File: src/hw/pfc_defines.svh
// pfc_defines.svh: offsets, field positions, reset values and codes of the pin configuration bank.
// assumes byte addresses on the register bus, word aligned.
`ifndef PFC_DEFINES_SVH
`define PFC_DEFINES_SVH

`define PFC_NPINS        16
`define PFC_ADR_W        8
`define PFC_CFG_W        11

// register byte offsets
`define PFC_OFF_PIN9     8'h24
`define PFC_OFF_PIN10    8'h28
`define PFC_OFF_PIN11    8'h2c
`define PFC_OFF_PIN12    8'h30
`define PFC_OFF_PIN13    8'h34
`define PFC_OFF_PIN15    8'h3c
`define PFC_OFF_PIN16    8'h40
`define PFC_OFF_PIN18    8'h48
`define PFC_OFF_PIN19    8'h4c
`define PFC_OFF_PIN20    8'h50
`define PFC_OFF_PIN21    8'h54
`define PFC_OFF_PIN22    8'h58
`define PFC_OFF_PIN23    8'h5c
`define PFC_OFF_PIN24    8'h60
`define PFC_OFF_PIN25    8'h64
`define PFC_OFF_PIN26    8'h68

// bank slot of each routed pin
`define PFC_IX_PIN12     4'h3
`define PFC_IX_PIN18     4'h7
`define PFC_IX_PIN19     4'h8
`define PFC_IX_PIN20     4'h9
`define PFC_IX_PIN23     4'hc
`define PFC_IX_PIN24     4'hd
`define PFC_IX_PIN26     4'hf

// field positions
`define PFC_FUNCTION_SELECT_HI      2
`define PFC_FUNCTION_SELECT_LO      0
`define PFC_PULL_HI      4
`define PFC_PULL_LO      3
`define PFC_HYS_BIT      5
`define PFC_INV_BIT      6
`define PFC_ADM_BIT      7
`define PFC_FILT_BIT     8
`define PFC_SLEW_BIT     9
`define PFC_OD_BIT       10

// reset values and writable masks per layout
`define PFC_RST_D        11'h090
`define PFC_RST_A        11'h190
`define PFC_WMASK_D      11'h67f
`define PFC_WMASK_A      11'h7ff

// pull field codes
`define PFC_PULL_DOWN    2'h1
`define PFC_PULL_UP      2'h2
`define PFC_PULL_REPEAT  2'h3

// function_select codes
`define PFC_FN_PORT      3'h0
`define PFC_FN_ALT1      3'h1
`define PFC_FN_ALT2      3'h2
`define PFC_FN_ALT3      3'h3
`define PFC_FN_ALT4      3'h4
`define PFC_FN_ALT5      3'h5

`endif

File: src/hw/pfc_pkg.sv
// pfc_pkg: types shared by the pin configuration bank.
// assumes pfc_defines.svh for all numeric constants.
`include "pfc_defines.svh"

package pfc_pkg;
  typedef logic [31:0]               pfc_word_t;
  typedef logic [`PFC_ADR_W-1:0]     pfc_adr_t;
  typedef logic [`PFC_NPINS-1:0]     pfc_pins_t;
  typedef logic [`PFC_CFG_W-1:0]     pfc_cfg_t;
  typedef logic [3:0]                pfc_sel_t;
  typedef enum {PFC_LAYOUT_D, PFC_LAYOUT_I, PFC_LAYOUT_A} pfc_layout_e;
endpackage

File: src/hw/pfc_bank.sv
// pfc_bank: pin configuration bank with function routing and pad control.
// assumes a classic wishbone master on clk_i, pads whose inputs are asynchronous,
// and peripherals on clk_i.
`timescale 1ns/100ps
`include "pfc_defines.svh"

module pfc_bank
  import pfc_pkg::*;
(
  input  wire logic               clk_i,               // system clock, 100 MHz
  input  wire logic               rst_i,               // synchronous reset, active high
  // wishbone slave
  input  wire logic               wb_cyc_i,            // bus cycle
  input  wire logic               wb_stb_i,            // strobe
  input  wire logic               wb_we_i,             // write enable
  input  wire pfc_pkg::pfc_adr_t  wb_adr_i,            // byte address
  input  wire pfc_pkg::pfc_sel_t  wb_sel_i,            // byte lanes
  input  wire pfc_pkg::pfc_word_t wb_dat_i,            // write data
  output logic                    wb_ack_o,            // acknowledge
  output pfc_pkg::pfc_word_t      wb_dat_o,            // read data
  // pads
  input  wire pfc_pkg::pfc_pins_t pad_in_i,            // pad levels, asynchronous
  output pfc_pkg::pfc_pins_t      pad_out_o,           // pad output level
  output pfc_pkg::pfc_pins_t      pad_oe_o,            // pad drive enable
  output pfc_pkg::pfc_pins_t      pad_pull_up_o,       // pull-up resistor on
  output pfc_pkg::pfc_pins_t      pad_pull_down_o,     // pull-down resistor on
  output pfc_pkg::pfc_pins_t      hysteresis_enable_o, // input hysteresis on
  output pfc_pkg::pfc_pins_t      slew_fast_o,         // fast output driver
  output pfc_pkg::pfc_pins_t      analog_mode_o,       // analog mode, receiver cut
  output pfc_pkg::pfc_pins_t      glitch_filter_bypass_o, // filter bypassed
  // general-purpose port
  input  wire pfc_pkg::pfc_pins_t gpio_out_i,          // port output data
  input  wire pfc_pkg::pfc_pins_t gpio_dir_i,          // port direction, 1 output
  output pfc_pkg::pfc_pins_t      gpio_in_o,           // port input after polarity
  // peripheral outputs toward pads
  input  wire logic               uart_txd_i,          // uart transmit
  input  wire logic               uart_rts_i,          // uart request to send
  input  wire logic               usart_sync_clock_i,  // usart synchronous clock
  input  wire logic               timer32_match0_i,    // 32-bit timer match 0
  input  wire logic               clock_out_signal_i,  // clock output
  input  wire logic               spi_data_out_i,      // spi data out
  input  wire logic               spi_select_i,        // spi select
  input  wire logic               spi_clock_i,         // spi clock
  input  wire logic               scl_pull_low_i,      // two-wire clock drive low
  // pad inputs toward peripherals
  output logic                    uart_rxd_o,          // uart receive, idle high
  output logic                    scl_in_o,            // two-wire clock level, idle high
  output logic                    external_clock_in_o, // external clock input
  output logic                    timer32_capture0_o,  // 32-bit timer capture 0
  output logic                    timer32_capture2_o,  // 32-bit timer capture 2
  output logic                    timer16_capture0_o   // 16-bit timer capture 0
);
  import pfc_pkg::*;

  // slots run in offset order, pin9 first; pins 14 and 17 have no register here
  // layout i pins live outside this bank, so only layouts d and a occur
  // layout of each bank slot, in offset order
  function automatic pfc_layout_e pfc_layout(input logic [3:0] ix);
    logic [`PFC_NPINS-1:0] is_d;
    is_d = 16'hf788;
    pfc_layout = is_d[ix] ? PFC_LAYOUT_D : PFC_LAYOUT_A;
  endfunction

  // reset image per layout; reserved bits 8:7 of layout d read back as 01
  // no reset pin in this bank, so hysteresis resets off on every slot
  function automatic pfc_cfg_t pfc_reset(input logic [3:0] ix);
    pfc_reset = (pfc_layout(ix) == PFC_LAYOUT_D) ? `PFC_RST_D : `PFC_RST_A;
  endfunction

  // writable bits per layout; anything outside the mask snaps back to reset
  function automatic pfc_cfg_t pfc_wmask(input logic [3:0] ix);
    pfc_wmask = (pfc_layout(ix) == PFC_LAYOUT_D) ? `PFC_WMASK_D : `PFC_WMASK_A;
  endfunction

  // address decode: bit 4 is hit, bits 3:0 slot
  // unmapped offsets, the holes at 0x038 and 0x044 among them, give no hit:
  // writes there are dropped and reads return zero, but they are still acked
  // so a stray access never stalls the bus
  function automatic logic [4:0] pfc_decode(input pfc_adr_t a);
    case (a)
      `PFC_OFF_PIN9:  pfc_decode = 5'h10;
      `PFC_OFF_PIN10: pfc_decode = 5'h11;
      `PFC_OFF_PIN11: pfc_decode = 5'h12;
      `PFC_OFF_PIN12: pfc_decode = 5'h13;
      `PFC_OFF_PIN13: pfc_decode = 5'h14;
      `PFC_OFF_PIN15: pfc_decode = 5'h15;
      `PFC_OFF_PIN16: pfc_decode = 5'h16;
      `PFC_OFF_PIN18: pfc_decode = 5'h17;
      `PFC_OFF_PIN19: pfc_decode = 5'h18;
      `PFC_OFF_PIN20: pfc_decode = 5'h19;
      `PFC_OFF_PIN21: pfc_decode = 5'h1a;
      `PFC_OFF_PIN22: pfc_decode = 5'h1b;
      `PFC_OFF_PIN23: pfc_decode = 5'h1c;
      `PFC_OFF_PIN24: pfc_decode = 5'h1d;
      `PFC_OFF_PIN25: pfc_decode = 5'h1e;
      `PFC_OFF_PIN26: pfc_decode = 5'h1f;
      default:        pfc_decode = 5'h00;
    endcase
  endfunction

  // configuration store, one 11-bit word per slot; bits 31:11 are not kept
  // since they always read zero
  pfc_cfg_t   cfg_r [`PFC_NPINS];
  logic       ack_r;
  pfc_word_t  dat_r;
  // pad input synchroniser
  pfc_pins_t  sync1_r;
  pfc_pins_t  sync2_r;
  // registered pad controls and their next values
  pfc_pins_t  pad_out_r;
  pfc_pins_t  pad_out_nxt;
  pfc_pins_t  pad_oe_r;
  pfc_pins_t  pad_oe_nxt;
  pfc_pins_t  pull_up_r;
  pfc_pins_t  pull_up_nxt;
  pfc_pins_t  pull_dn_r;
  pfc_pins_t  pull_dn_nxt;
  // received levels toward the port and the peripherals
  pfc_pins_t  gpio_in_r;
  pfc_pins_t  rx_nxt;
  logic [5:0] periph_r;
  logic [5:0] periph_nxt;

  // bus decode and write merge
  // access is masked while ack stands, so a request held past its ack is
  // taken again only every second cycle
  // lanes 2 and 3 carry no configuration bits and are ignored
  wire logic [4:0] dec       = pfc_decode(wb_adr_i);
  wire logic       hit       = dec[4];
  wire logic [3:0] slot      = dec[3:0];
  wire logic       access    = wb_cyc_i & wb_stb_i & ~ack_r;
  wire logic       wr_en     = access & wb_we_i & hit;
  wire pfc_cfg_t   lane_mask = {{3{wb_sel_i[1]}}, {8{wb_sel_i[0]}}};
  wire pfc_cfg_t   wr_merge  = (cfg_r[slot] & ~lane_mask) | (wb_dat_i[`PFC_CFG_W-1:0] & lane_mask);
  wire pfc_cfg_t   wr_value  = (wr_merge & pfc_wmask(slot)) | (pfc_reset(slot) & ~pfc_wmask(slot));
  wire pfc_word_t  rd_value  = hit ? {21'h0, cfg_r[slot]} : 32'h00000000;

  // configuration registers; reserved bits can never leave reset value
  // a write lands on the edge that takes the request, the same edge that raises ack
  always_ff @(posedge clk_i) begin
    for (int i = 0; i < `PFC_NPINS; i++) begin
      if (rst_i) begin
        cfg_r[i] <= pfc_reset(4'(i));
      end else if (wr_en && slot == 4'(i)) begin
        cfg_r[i] <= wr_value;
      end
    end
  end

  // one wait state; ack drops the cycle after it is given
  // read data is zero outside ack, so several slaves may be ored together
  always_ff @(posedge clk_i) begin
    if (rst_i) begin
      ack_r <= 1'b0;
      dat_r <= 32'h00000000;
    end else begin
      ack_r <= access;
      dat_r <= access ? rd_value : 32'h00000000;
    end
  end

  // two-flop synchroniser on pads, nothing reads the first stage
  // pads are asynchronous; without it a metastable level could reach the
  // function mux, the polarity logic and the repeater pulls at once
  always_ff @(posedge clk_i) begin
    if (rst_i) begin
      sync1_r <= 16'h0000;
      sync2_r <= 16'h0000;
    end else begin
      sync1_r <= pad_in_i;
      sync2_r <= sync1_r;
    end
  end

  // received level per pin: polarity applied, zero while analog
  // forcing zero in analog mode keeps a mid-rail pad from toggling logic
  always_comb begin
    for (int i = 0; i < `PFC_NPINS; i++) begin
      rx_nxt[i] = (sync2_r[i] ^ cfg_r[i][`PFC_INV_BIT])
                  & ((pfc_layout(4'(i)) != PFC_LAYOUT_A) | cfg_r[i][`PFC_ADM_BIT]);
    end
  end

  // pad drive and pulls; open drain only lets the pad be driven low
  // trade-off: every route costs one cycle through the output flops, but no
  // pad can glitch while a configuration word is being rewritten
  always_comb begin
    logic [2:0] fs;
    logic       d;
    logic       en;
    fs = 3'h0;
    d  = 1'b0;
    en = 1'b0;
    pad_out_nxt = 16'h0000;
    pad_oe_nxt  = 16'h0000;
    pull_up_nxt = 16'h0000;
    pull_dn_nxt = 16'h0000;
    for (int i = 0; i < `PFC_NPINS; i++) begin
      fs = cfg_r[i][`PFC_FUNCTION_SELECT_HI:`PFC_FUNCTION_SELECT_LO];
      d  = 1'b0;
      en = 1'b0;
      // no reset pin lives in this bank, so 000 is the port everywhere
      if (fs == `PFC_FN_PORT) begin
        d  = gpio_out_i[i];
        en = gpio_dir_i[i];
      end else begin
        case (4'(i))
          `PFC_IX_PIN12: begin
            if (fs == `PFC_FN_ALT3) begin
              d  = timer32_match0_i;
              en = 1'b1;
            end else if (fs == `PFC_FN_ALT4) begin
              // two-wire clock: the pad only ever pulls low
              en = scl_pull_low_i;
            end
          end
          `PFC_IX_PIN19: begin
            if (fs == `PFC_FN_ALT2) begin
              d  = clock_out_signal_i;
              en = 1'b1;
            end else if (fs == `PFC_FN_ALT3) begin
              d  = spi_data_out_i;
              en = 1'b1;
            end
          end
          `PFC_IX_PIN23: begin
            if (fs == `PFC_FN_ALT1) begin
              d  = uart_rts_i;
              en = 1'b1;
            end else if (fs == `PFC_FN_ALT4) begin
              d  = usart_sync_clock_i;
              en = 1'b1;
            end
          end
          `PFC_IX_PIN18: begin
            d  = spi_select_i;
            en = (fs == `PFC_FN_ALT2);
          end
          `PFC_IX_PIN20: begin
            d  = spi_clock_i;
            en = (fs == `PFC_FN_ALT2);
          end
          `PFC_IX_PIN26: begin
            d  = uart_txd_i;
            en = (fs == `PFC_FN_ALT1);
          end
          `PFC_IX_PIN24: begin
            en = (fs == `PFC_FN_ALT1) & scl_pull_low_i;
          end
          default: begin
            en = 1'b0;                                    // reserved or input-only codes
          end
        endcase
      end
      pad_out_nxt[i] = d;
      pad_oe_nxt[i]  = en & (~cfg_r[i][`PFC_OD_BIT] | ~d);
      case (cfg_r[i][`PFC_PULL_HI:`PFC_PULL_LO])
        `PFC_PULL_UP:     pull_up_nxt[i] = 1'b1;
        `PFC_PULL_DOWN:   pull_dn_nxt[i] = 1'b1;
        `PFC_PULL_REPEAT: begin
          pull_up_nxt[i] = sync2_r[i];
          pull_dn_nxt[i] = ~sync2_r[i];
        end
        default: begin
          pull_up_nxt[i] = 1'b0;
          pull_dn_nxt[i] = 1'b0;
        end
      endcase
    end
  end

  // peripheral inputs; unselected ones rest at their idle level
  // uart receive and two-wire clock idle high, clock input and captures low
  wire logic [2:0] fs12 = cfg_r[`PFC_IX_PIN12][`PFC_FUNCTION_SELECT_HI:`PFC_FUNCTION_SELECT_LO];
  wire logic [2:0] fs18 = cfg_r[`PFC_IX_PIN18][`PFC_FUNCTION_SELECT_HI:`PFC_FUNCTION_SELECT_LO];
  wire logic [2:0] fs19 = cfg_r[`PFC_IX_PIN19][`PFC_FUNCTION_SELECT_HI:`PFC_FUNCTION_SELECT_LO];
  wire logic [2:0] fs23 = cfg_r[`PFC_IX_PIN23][`PFC_FUNCTION_SELECT_HI:`PFC_FUNCTION_SELECT_LO];
  wire logic [2:0] fs24 = cfg_r[`PFC_IX_PIN24][`PFC_FUNCTION_SELECT_HI:`PFC_FUNCTION_SELECT_LO];
  wire logic [2:0] fs26 = cfg_r[`PFC_IX_PIN26][`PFC_FUNCTION_SELECT_HI:`PFC_FUNCTION_SELECT_LO];
  // several pins may feed the same input; lower pin number wins
  // software is expected to route each input from one pin only
  always_comb begin
    periph_nxt[0] = (fs12 == `PFC_FN_ALT1) ? rx_nxt[`PFC_IX_PIN12] : 1'b1;
    if (fs12 == `PFC_FN_ALT4) begin
      periph_nxt[1] = rx_nxt[`PFC_IX_PIN12];
    end else if (fs24 == `PFC_FN_ALT1) begin
      periph_nxt[1] = rx_nxt[`PFC_IX_PIN24];
    end else begin
      periph_nxt[1] = 1'b1;
    end
    if (fs12 == `PFC_FN_ALT5) begin
      periph_nxt[2] = rx_nxt[`PFC_IX_PIN12];
    end else if (fs19 == `PFC_FN_ALT1) begin
      periph_nxt[2] = rx_nxt[`PFC_IX_PIN19];
    end else if (fs24 == `PFC_FN_ALT2) begin
      periph_nxt[2] = rx_nxt[`PFC_IX_PIN24];
    end else begin
      periph_nxt[2] = 1'b0;
    end
    periph_nxt[3] = (fs23 == `PFC_FN_ALT3) & rx_nxt[`PFC_IX_PIN23];
    periph_nxt[4] = (fs26 == `PFC_FN_ALT4) & rx_nxt[`PFC_IX_PIN26];
    periph_nxt[5] = (fs18 == `PFC_FN_ALT3) & rx_nxt[`PFC_IX_PIN18];
  end

  // every output leaves through a flop
  // periph_r resets to the idle levels, uart receive and two-wire clock high
  always_ff @(posedge clk_i) begin
    if (rst_i) begin
      pad_out_r <= 16'h0000;
      pad_oe_r  <= 16'h0000;
      pull_up_r <= 16'h0000;
      pull_dn_r <= 16'h0000;
      gpio_in_r <= 16'h0000;
      periph_r  <= 6'h03;
    end else begin
      pad_out_r <= pad_out_nxt;
      pad_oe_r  <= pad_oe_nxt;
      pull_up_r <= pull_up_nxt;
      pull_dn_r <= pull_dn_nxt;
      gpio_in_r <= rx_nxt;
      periph_r  <= periph_nxt;
    end
  end

  // static pad controls taken straight from the configuration flops
  // no extra register here, so a pad setting follows the edge that writes it;
  // layout d slots have no analog mode and never filter
  always_comb begin
    for (int i = 0; i < `PFC_NPINS; i++) begin
      hysteresis_enable_o[i]    = cfg_r[i][`PFC_HYS_BIT];
      slew_fast_o[i]            = cfg_r[i][`PFC_SLEW_BIT];
      analog_mode_o[i]          = (pfc_layout(4'(i)) == PFC_LAYOUT_A) & ~cfg_r[i][`PFC_ADM_BIT];
      glitch_filter_bypass_o[i] = (pfc_layout(4'(i)) != PFC_LAYOUT_A) | cfg_r[i][`PFC_FILT_BIT];
    end
  end

  // port drivers
  assign wb_ack_o            = ack_r;
  assign wb_dat_o            = dat_r;
  assign pad_out_o           = pad_out_r;
  assign pad_oe_o            = pad_oe_r;
  assign pad_pull_up_o       = pull_up_r;
  assign pad_pull_down_o     = pull_dn_r;
  assign gpio_in_o           = gpio_in_r;
  assign uart_rxd_o          = periph_r[0];
  assign scl_in_o            = periph_r[1];
  assign external_clock_in_o = periph_r[2];
  assign timer32_capture0_o  = periph_r[3];
  assign timer32_capture2_o  = periph_r[4];
  assign timer16_capture0_o  = periph_r[5];

endmodule

File: config.mk
export PLATFORM = sky130hd
export DESIGN_NAME = pfc_bank
export DESIGN_NICKNAME = d
export VERILOG_FILES = /design/src/hw/pfc_pkg.sv /design/src/hw/pfc_bank.sv
export VERILOG_INCLUDE_DIRS = /design/src /design/src/hw
export SDC_FILE = /design/constraint.sdc
export NUM_CORES = 1
export LEC_CHECK = 0
export ABC_AREA = 1
export BUFFER_PORTS_ARGS = -buffer_cell sky130_fd_sc_hd__buf_2
export CORE_MARGIN = 2
export CORE_UTILIZATION = 50
export CTS_CLUSTER_SIZE = 40
export DETAILED_ROUTE_END_ITERATION = 16
export PLACE_DENSITY = 0.78
export SYNTH_ARGS = -nofsm -noshare
export SYNTH_HDL_FRONTEND = slang
export SYNTH_SLANG_ARGS = --single-unit
File: constraint.sdc
create_clock -name clk_i -period 3.3 [get_ports clk_i]
set_clock_uncertainty 0.15 [all_clocks]
set_input_delay 0.66 -clock clk_i [delete_from_list [all_inputs] [get_ports clk_i]]
set_output_delay 0.66 -clock clk_i [all_outputs]
set_load 0.01 [all_outputs]
==> summary.md, run 1 <==
| Metric | Value |
|---|---|
| Status | `finished clean` |
| Via density | `approximately 5.2` |
| Min-Delay Path Depth | `3` |
| Worst VDD drop | `0.000405 V` |
| Pwr Density | `522 mW/mm2` |
| CP delay by family, top | `simple AND/OR/NAND/NOR gates` |
| Footprint of the multi-input gates | `0.00469 mm2` |
| Pins Over Slew Limit | `0` |
| Residual DRC | `0` |
| Layout cells sized above 1 | `between 20% and 30%` |
| Clock-pin slew on the worst setup and hold paths | `0.06 ns` |
| Gpl congestion | `0.934` |
| Largest family of logic cells by synthesized area | `simple AND/OR/NAND/NOR gates` |
| Sequential area share after synthesis | `56.9%` |
| Layout net count | `1958` |
| First DRT Iteration DRCs | `1231` |
| R2R Path End | `cfg_r[12][5]` |
| Crit path time final | `roughly 2.7 ns` |
| Mapped Area | `0.0139 mm2` |
| Largest net degree at the start of global routing | `82` |
| Area fraction in compound gates after synthesis | `~3%` |
| CTS Buf Count | `31` |
| First-pass GRT wire length | `57.5 mm` |
| Mapped Cells | `between 1500 and 2000` |
| Register-to-register setup slack | `roughly 1.2 ns` |
| Post-synth EDFFs | `176` |
| Critical-path cell list | `buf_2 > nor2_1 > nand2_2 > nor2_1 > nor2_1 > nand3_2 > buf_4 > nand2_1 > inv_1 > nand2_1 > nand3_1 > nand2_1 > nand2_1 > o21ai_4 > buf_12 > nand3_1` |
| Final wirelength | `approximately 38 mm` |
| Max FO, Critical Path | `26` |
| CTS Hold Bufs | `0` |
| Routed Antenna Nets | `0` |
| Sum Neg Setup Slack | `0 ns` |
| R2R Path Start | `wb_ack_o` |
| Vias in the first global route | `10903` |
| Slowest stage delay, CP | `~0.35 ns` |
| Number of setup buffers added after CTS | `0` |
| Fraction of registers with async set/reset | `0%` |
| Pwr Total | `about 8.6 mW` |
| Core ar. | `~0.027 mm2` |
| Fin. Hold Viols | `0` |
| H-tree levels | `1` |
| Crit path top cell by count | `nand2_1` |
| Diodes inserted | `0` |
| Post-cts sizing count | `0` |
| Layout area overhead | `19.0%` |
| Yosys warning count | `0` |
| Buffers and inverters on the worst path | `4` |
| Global Route Usage Sum | `about 26%` |
| Setup crit end kind | `flop` |
| RSZ-0062 raised after global routing | `no` |
| HPWL after detailed placement | `27.3 mm` |
| Slew headroom | `56.0%` |
| Final instance area | `0.0165 mm2` |
| Hold Crit Endpoint | `sync1_r[10]` |
| Placed inst area | `0.0154 mm2` |
| Total number of vias | `11599` |
| Crit-path slowest cell | `buf_4` |
| Critical path depth | `16` |
| Number of max-cap violations | `0` |
| CTS root buffer | `clkbuf_16` |
| # IOs | `289` |
| Yosys reg bits | `306` |
| Post-Synth XOR/XNOR Area | `0.505%` |
| WS Path Type | `primary input to flop` |
| CTS Sinks | `slightly above 300` |
| HP Start | `pad_in_i[10]` |
| Critical Path RT | `3.55 ns` |
| Final setup fails | `0` |
| Netlist cell types | `39` |
| Synth Area in Simple Gates | `28.9%` |
| Initial Util | `about half` |
| Die Ht | `roughly 170 um` |
| F_max | `364 MHz` |
| Startpoint Class | `primary input` |
| Storage cell area | `0.00789 mm2` |
| Most frequent cells in the layout | `nand2_1 (466), nor2_1 (280), buf_2 (225)` |
| First drt pass iteration count | `6` |
| Grt total ovfl | `0` |
| TritonCTS clock tree | `done` |
| Commonest non-fill, non-tap cell in the layout | `nand2_1` |
| Synthesized area per cell | `8.54 um2` |
| Period utilization | `83.1%` |
| Die area | `0.0291 mm2` |
| Die X-Extent | `171 um` |
| WP data arrival | `2.99 ns` |
| Dpl ws | `approximately 0.073 ns` |
| FP Rows | `60` |
| Fillers | `roughly 2300` |
| Routed len/inst | `17.0 um` |
| Worst setup margin | `between 0.5 and 0.6 ns` |
| Synth Area in Adders | `0%` |
| Clk buf depth | `3` |
| Worst Reg2Reg Path Length in Cells | `7` |
| Final Hold Slack | `~0.15 ns` |
| Hold crit path type | `primary input to flop` |
| Synth Flop Type | `edfxtp_1` |
| Initial antenna violation count | `0` |
| Latest clock arrival within the worst-skew pair | `0.56 ns` |
| Tightest Pin Transition | `approximately 0.66 ns` |
| Mux cell area share after synthesis | `0%` |
| Buffers on Ports | `~230` |
| Leak | `approximately 7.8 nW` |
## logic make-up after synthesis
group,count (synthesis)
flops,306
buf+inv,278
xor+xnor,8
compound gates,69
other cells,2
simple gates,961
## metrics by stage
stage	utilization, %	cells
after floorplan	-	1679
after global placement	56.9	2191
after detailed placement	56.9	2191
after CTS	60.9	2249
after global routing	60.9	2249
final	60.9	2249
## worst reg2reg max path, cell delays in order, from the launching register on
cell and delay (ns):
dfxtp_1 0.33, nor2_1 0.24, nand3_1 0.19, inv_2 0.16, nand2_2 0.15, inv_2 0.12, nand3_1 0.36, nor2_1 0.28
## how the worst max path moves through the flow
| stage | slack [ns] | from | end |
|---|---|---|---|
| global placement | 0.23 | wb_adr_i[0] | cfg_r[11][10] |
| floorplan | 0.05 | wb_adr_i[7] | cfg_r[0][0] |
| CTS | 0.63 | wb_adr_i[2] | cfg_r[13][4] |
| finish | 0.56 | wb_adr_i[2] | cfg_r[13][4] |
| global route | 0.43 | wb_adr_i[4] | cfg_r[0][7] |
| detailed placement | 0.07 | wb_adr_i[7] | cfg_r[11][7] |
## registers in the layout, summed over array words and instances (netlist names)
signal,flops
wb_dat_o,11
gpio_in_o,16
pad_pull_down_o,16
pad_out_o,16
sync1_r,16
sync2_r,16
wb_ack_o,1
periph_r,6
cfg_r,176
pad_pull_up_o,16
pad_oe_o,16
## synthesized netlist by cell type (15+ instances only)
cell / count / share of area (%)
edfxtp_1: 176 / 38
buf_2: 22 / 0.79
dfxtp_1: 130 / 19
clkbuf_1: 19 / 0.51
buf_6: 17 / 1.4
nand3_1: 135 / 4.9
nor3_1: 24 / 0.87
nand2_1: 466 / 13
nor2_1: 280 / 7.6
inv_1: 119 / 3.2
nand2_2: 15 / 0.68
o21ai_0: 42 / 1.5
buf_4: 79 / 4.3
## final cells by class
type                    count  area share, %
flip-flops and latches    306           47.8
repair buffers            285           11.3
multi-input cells        1095           28.4
clock buffers              47           5.91
clock inverters            11          0.705
well taps                 372           2.82
inverters                 133           3.03
## per-layer routing
layer  GRT usage [%]  vias to the layer above  share of wire, %
li1                -                     5511                 -
met1            33.7                     5382                39
met2            42.7                      631                48
met3            5.14                       75                11
met4            7.73                        0               2.8
met5               0                        -                 0
## power breakdown
| group | switching (mW) | total, mW | internal [mW] |
|---|---|---|---|
| combinational | 0.472 | 0.732 | 0.260 |
| sequential | 0.0662 | 4.23 | 4.16 |
| clock | 1.46 | 3.66 | 2.20 |
(Power assumes the default switching activity.)
==> run 2: changes to the inputs <==
==> constraint.sdc (replaced) <==
create_clock -name clk_i -period 2.41 [get_ports clk_i]
set_clock_uncertainty 0.15 [all_clocks]
set_input_delay 0.482 -clock clk_i [delete_from_list [all_inputs] [get_ports clk_i]]
set_output_delay 0.482 -clock clk_i [all_outputs]
set_load 0.01 [all_outputs]
==> summary.md, run 2 (synthesized netlist as in run 1, its figures left out) <==
| Metric | Value |
|---|---|
| Failing checks | `negative setup slack` |
| Routed Antenna Nets | `0 (unchanged)` |
| R2R Path End | `cfg_r[0][0] (was cfg_r[12][5])` |
| # IOs | `289 (unchanged)` |
| R2R Path Start | `cfg_r[0][0] (was wb_ack_o)` |
| Startpoint Class | `primary input (unchanged)` |
| Clock-pin slew on the worst setup and hold paths | `0.06 ns (about the same)` |
| Via density | `5.35 (was 5.16)` |
| Setup crit end kind | `flop (unchanged)` |
| Critical Path RT | `2.64 ns (was 3.55 ns)` |
| Switching Share | `24.2% (was 23.2%)` |
| Worst VDD drop | `0.000555 V (was 0.000405 V)` |
| First-pass GRT wire length | `60.1 mm (was 57.5 mm)` |
| Crit-path slowest cell | `nor2_4 (was buf_4)` |
| Die area | `0.0291 mm2 (unchanged)` |
| Reg power frac | `48.8% (was 49.1%)` |
| WS Path Type | `primary input to flop (unchanged)` |
| Period utilization | `105%` |
| Final wirelength | `43.6 mm (was 38.3 mm)` |
| First drt pass iteration count | `7 (was 6)` |
| Max FFs per register | `176 (unchanged)` |
| FP Rows | `60 (unchanged)` |
| Dpl ws | `-0.565 ns (was 0.0726 ns)` |
| Switching power | `2.88 mW (was 2.00 mW)` |
| RSZ-0062 raised after global routing | `yes (was no)` |
| Layout net count | `2077 (was 1958)` |
| Status | `complete, but fails checks (was finished clean)` |
| Die Ht | `171 um (unchanged)` |
| Max FO, Critical Path | `22 (was 26)` |
| Diodes inserted | `0 (unchanged)` |
| Total number of vias | `12671 (was 11599)` |
| Gpl congestion | `0.943 (was 0.934)` |
| Crit path top cell by count | `nand2_1 (unchanged)` |
| Worst setup margin | `-0.115 ns (was 0.556 ns)` |
| Largest net degree at the start of global routing | `47 (was 82)` |
| Worst Reg2Reg Path Length in Cells | `11 (was 7)` |
| Pins Over Slew Limit | `0 (unchanged)` |
| Latest clock arrival within the worst-skew pair | `0.57 ns (was 0.56 ns)` |
| Most frequent cells in the layout | `nand2_1 (444), nor2_1 (254), buf_2 (221) (was nand2_1 (466), nor2_1 (280), buf_2 (225))` |
| Die X-Extent | `171 um (unchanged)` |
| Biggest register | `cfg_r (unchanged)` |
| Slew headroom | `53.6% (was 56.0%)` |
| Global Route Usage Sum | `26.9% (was 25.5%)` |
| WP data arrival | `2.76 ns (was 2.99 ns)` |
| Vias in the first global route | `11542 (was 10903)` |
| Critical-path cell list | `buf_2 > nor2_4 > nand2_2 > buf_4 > inv_1 > nand2_1 > nand2_1 > nor2_4 > buf_12 > nand3_1 > nand2_1 > nand2_1 > nand2_1 > nand2_1 > nand2_2 > nor2_4 > nand2_1 > nand2_2 > buf_12 > nor2_1 (was buf_2 > nor2_1 > nand2_2 > nor2_1 > nor2_1 > nand3_2 > buf_4 > nand2_1 > inv_1 > nand2_1 > nand3_1 > nand2_1 > nand2_1 > o21ai_4 > buf_12 > nand3_1)` |
| F_max | `between 300 and 400 MHz` |
| H-tree levels | `1 (unchanged)` |
| CTS Sinks | `306 (unchanged)` |
| HP Start | `gpio_dir_i[11] (was pad_in_i[10])` |
| Layout area overhead | `31.4% (was 19.0%)` |
| CTS root buffer | `clkbuf_16 (unchanged)` |
| Final setup fails | `1 (was 0)` |
| Final Hold Slack | `0.00526 ns (was 0.151 ns)` |
| Hold crit path type | `primary input to flop (unchanged)` |
| Commonest non-fill, non-tap cell in the layout | `nand2_1 (unchanged)` |
| Initial Util | `51.2% (unchanged)` |
| Register-to-register setup slack | `0.36 ns (was 1.17 ns)` |
| HPWL after detailed placement | `28.8 mm (was 27.3 mm)` |
| Layout cells sized above 1 | `27.4% (was 21.0%)` |
| Clock share of power | `40.6% (was 42.5%)` |
| Hold Crit Endpoint | `pad_oe_o[11] (was sync1_r[10])` |
| Crit path time final | `~2.5 ns` |
| Core ar. | `0.0271 mm2 (unchanged)` |
| Residual DRC | `0 (unchanged)` |
| Clk buf depth | `3 (unchanged)` |
| Tightest Pin Transition | `0.695 ns (was 0.658 ns)` |
| Pwr Total | `11.9 mW (was 8.62 mW)` |
| Pwr Density | `652 mW/mm2 (was 522 mW/mm2)` |
| Min-Delay Path Depth | `3 (unchanged)` |
| Slowest stage delay, CP | `0.32 ns (was 0.35 ns)` |
| Routed len/inst | `18.4 um (was 17.0 um)` |
| Leak | `8.57 nW (was 7.80 nW)` |
| Initial antenna violation count | `0 (unchanged)` |
| First DRT Iteration DRCs | `1670 (was 1231)` |
| Number of max-cap violations | `0 (unchanged)` |
| TritonCTS clock tree | `done (unchanged)` |
| Grt total ovfl | `0 (unchanged)` |
| Int Power | `9.00 mW (was 6.62 mW)` |
| Fin. Hold Viols | `0 (unchanged)` |
| Sum Neg Setup Slack | `-0.115 ns (was 0 ns)` |
| Buffers on Ports | `226 (unchanged)` |
| CTS Buf Count | `30 (was 31)` |
| Combinational power share | `10.6% (was 8.5%)` |
[run 2: changes by cell type in the layout (fill, tap and decap cells not counted), moves of 6 or more]
cell / change
buf_4: +54
inv_1: -6
o21ai_4: +8
buf_6: +7
nand2_4: +8
clkbuf_16: +7
nor2_1: -26
nand2_2: +16
o21ai_0: -13
nand2_1: -22
nor2_4: +9
dlygate4sd3_1: +29
buf_12: +24
nor2_2: +17
[run 2: worst max-delay path by stage]
stage | start | slack (ns) | cells past startpoint | to
floorplan | wb_adr_i[3] | 0.0003 | 12 | cfg_r[9][0]
finish | wb_adr_i[3] | -0.12 | 20 | cfg_r[0][0]
global route | wb_adr_i[3] | -0.12 | 20 | cfg_r[0][0]
CTS | wb_adr_i[5] | 0.003 | 20 | cfg_r[0][1]
global placement | wb_adr_i[5] | -0.47 | 20 | cfg_r[0][2]
detailed placement | wb_adr_i[5] | -0.57 | 15 | cfg_r[4][4]
[run 2: per-layer routing]
metal,part of all wire [%],GRT usage [%]
met1,35,34.2
met2,48,45.0
met3,12,5.27
met4,4.9,11.2
met5,0,0
[run 2: stage by stage]
stage / std cells / area [um2] / utilization, %
floorplan: 1679 / 14200 / -
global placement: 2253 / 16300 / 60.1
detailed placement: 2253 / 16300 / 60.1
CTS: 2338 / 17600 / 65.0
global route: 2367 / 18200 / 67.2
finish: 2367 / 18200 / 67.2
[run 2: worst max-delay path, delay by kind of cell]
| kind | cells | cell delay [ns] |
|---|---|---|
| buffers and inverters | 5 | 0.67 |
| and+or+nand+nor | 15 | 1.57 |
[run 2: layout make-up]
type                    instances  area, um2
flip-flops and latches        306       7890
fillers                      2007       8880
repair buffers                403       3300
clock buffers                  49        988
inverters                     133        509
multi-input cells            1097       5030
clock inverters                 7       37.5
well taps                     372        465
[run 2: power by group through the flow]
stage	clock, mW	combinational (mW)	sequential, mW
final	4.82	1.27	5.80
after global routing	5.02	1.36	5.81
after CTS	4.81	1.12	5.79
after detailed placement	0	1.07	5.91
after global placement	0	1.05	5.90
after floorplan	0	0.629	5.91
[run 2: repair_timing]
action,CTS,global route
endpoints found under the setup margin,1,176
endpoints found under the hold margin,29,0
buffers inserted,0,18
resized for setup,1,69
cloned,0,11
hold buffers,29,0
pin swaps,0,20
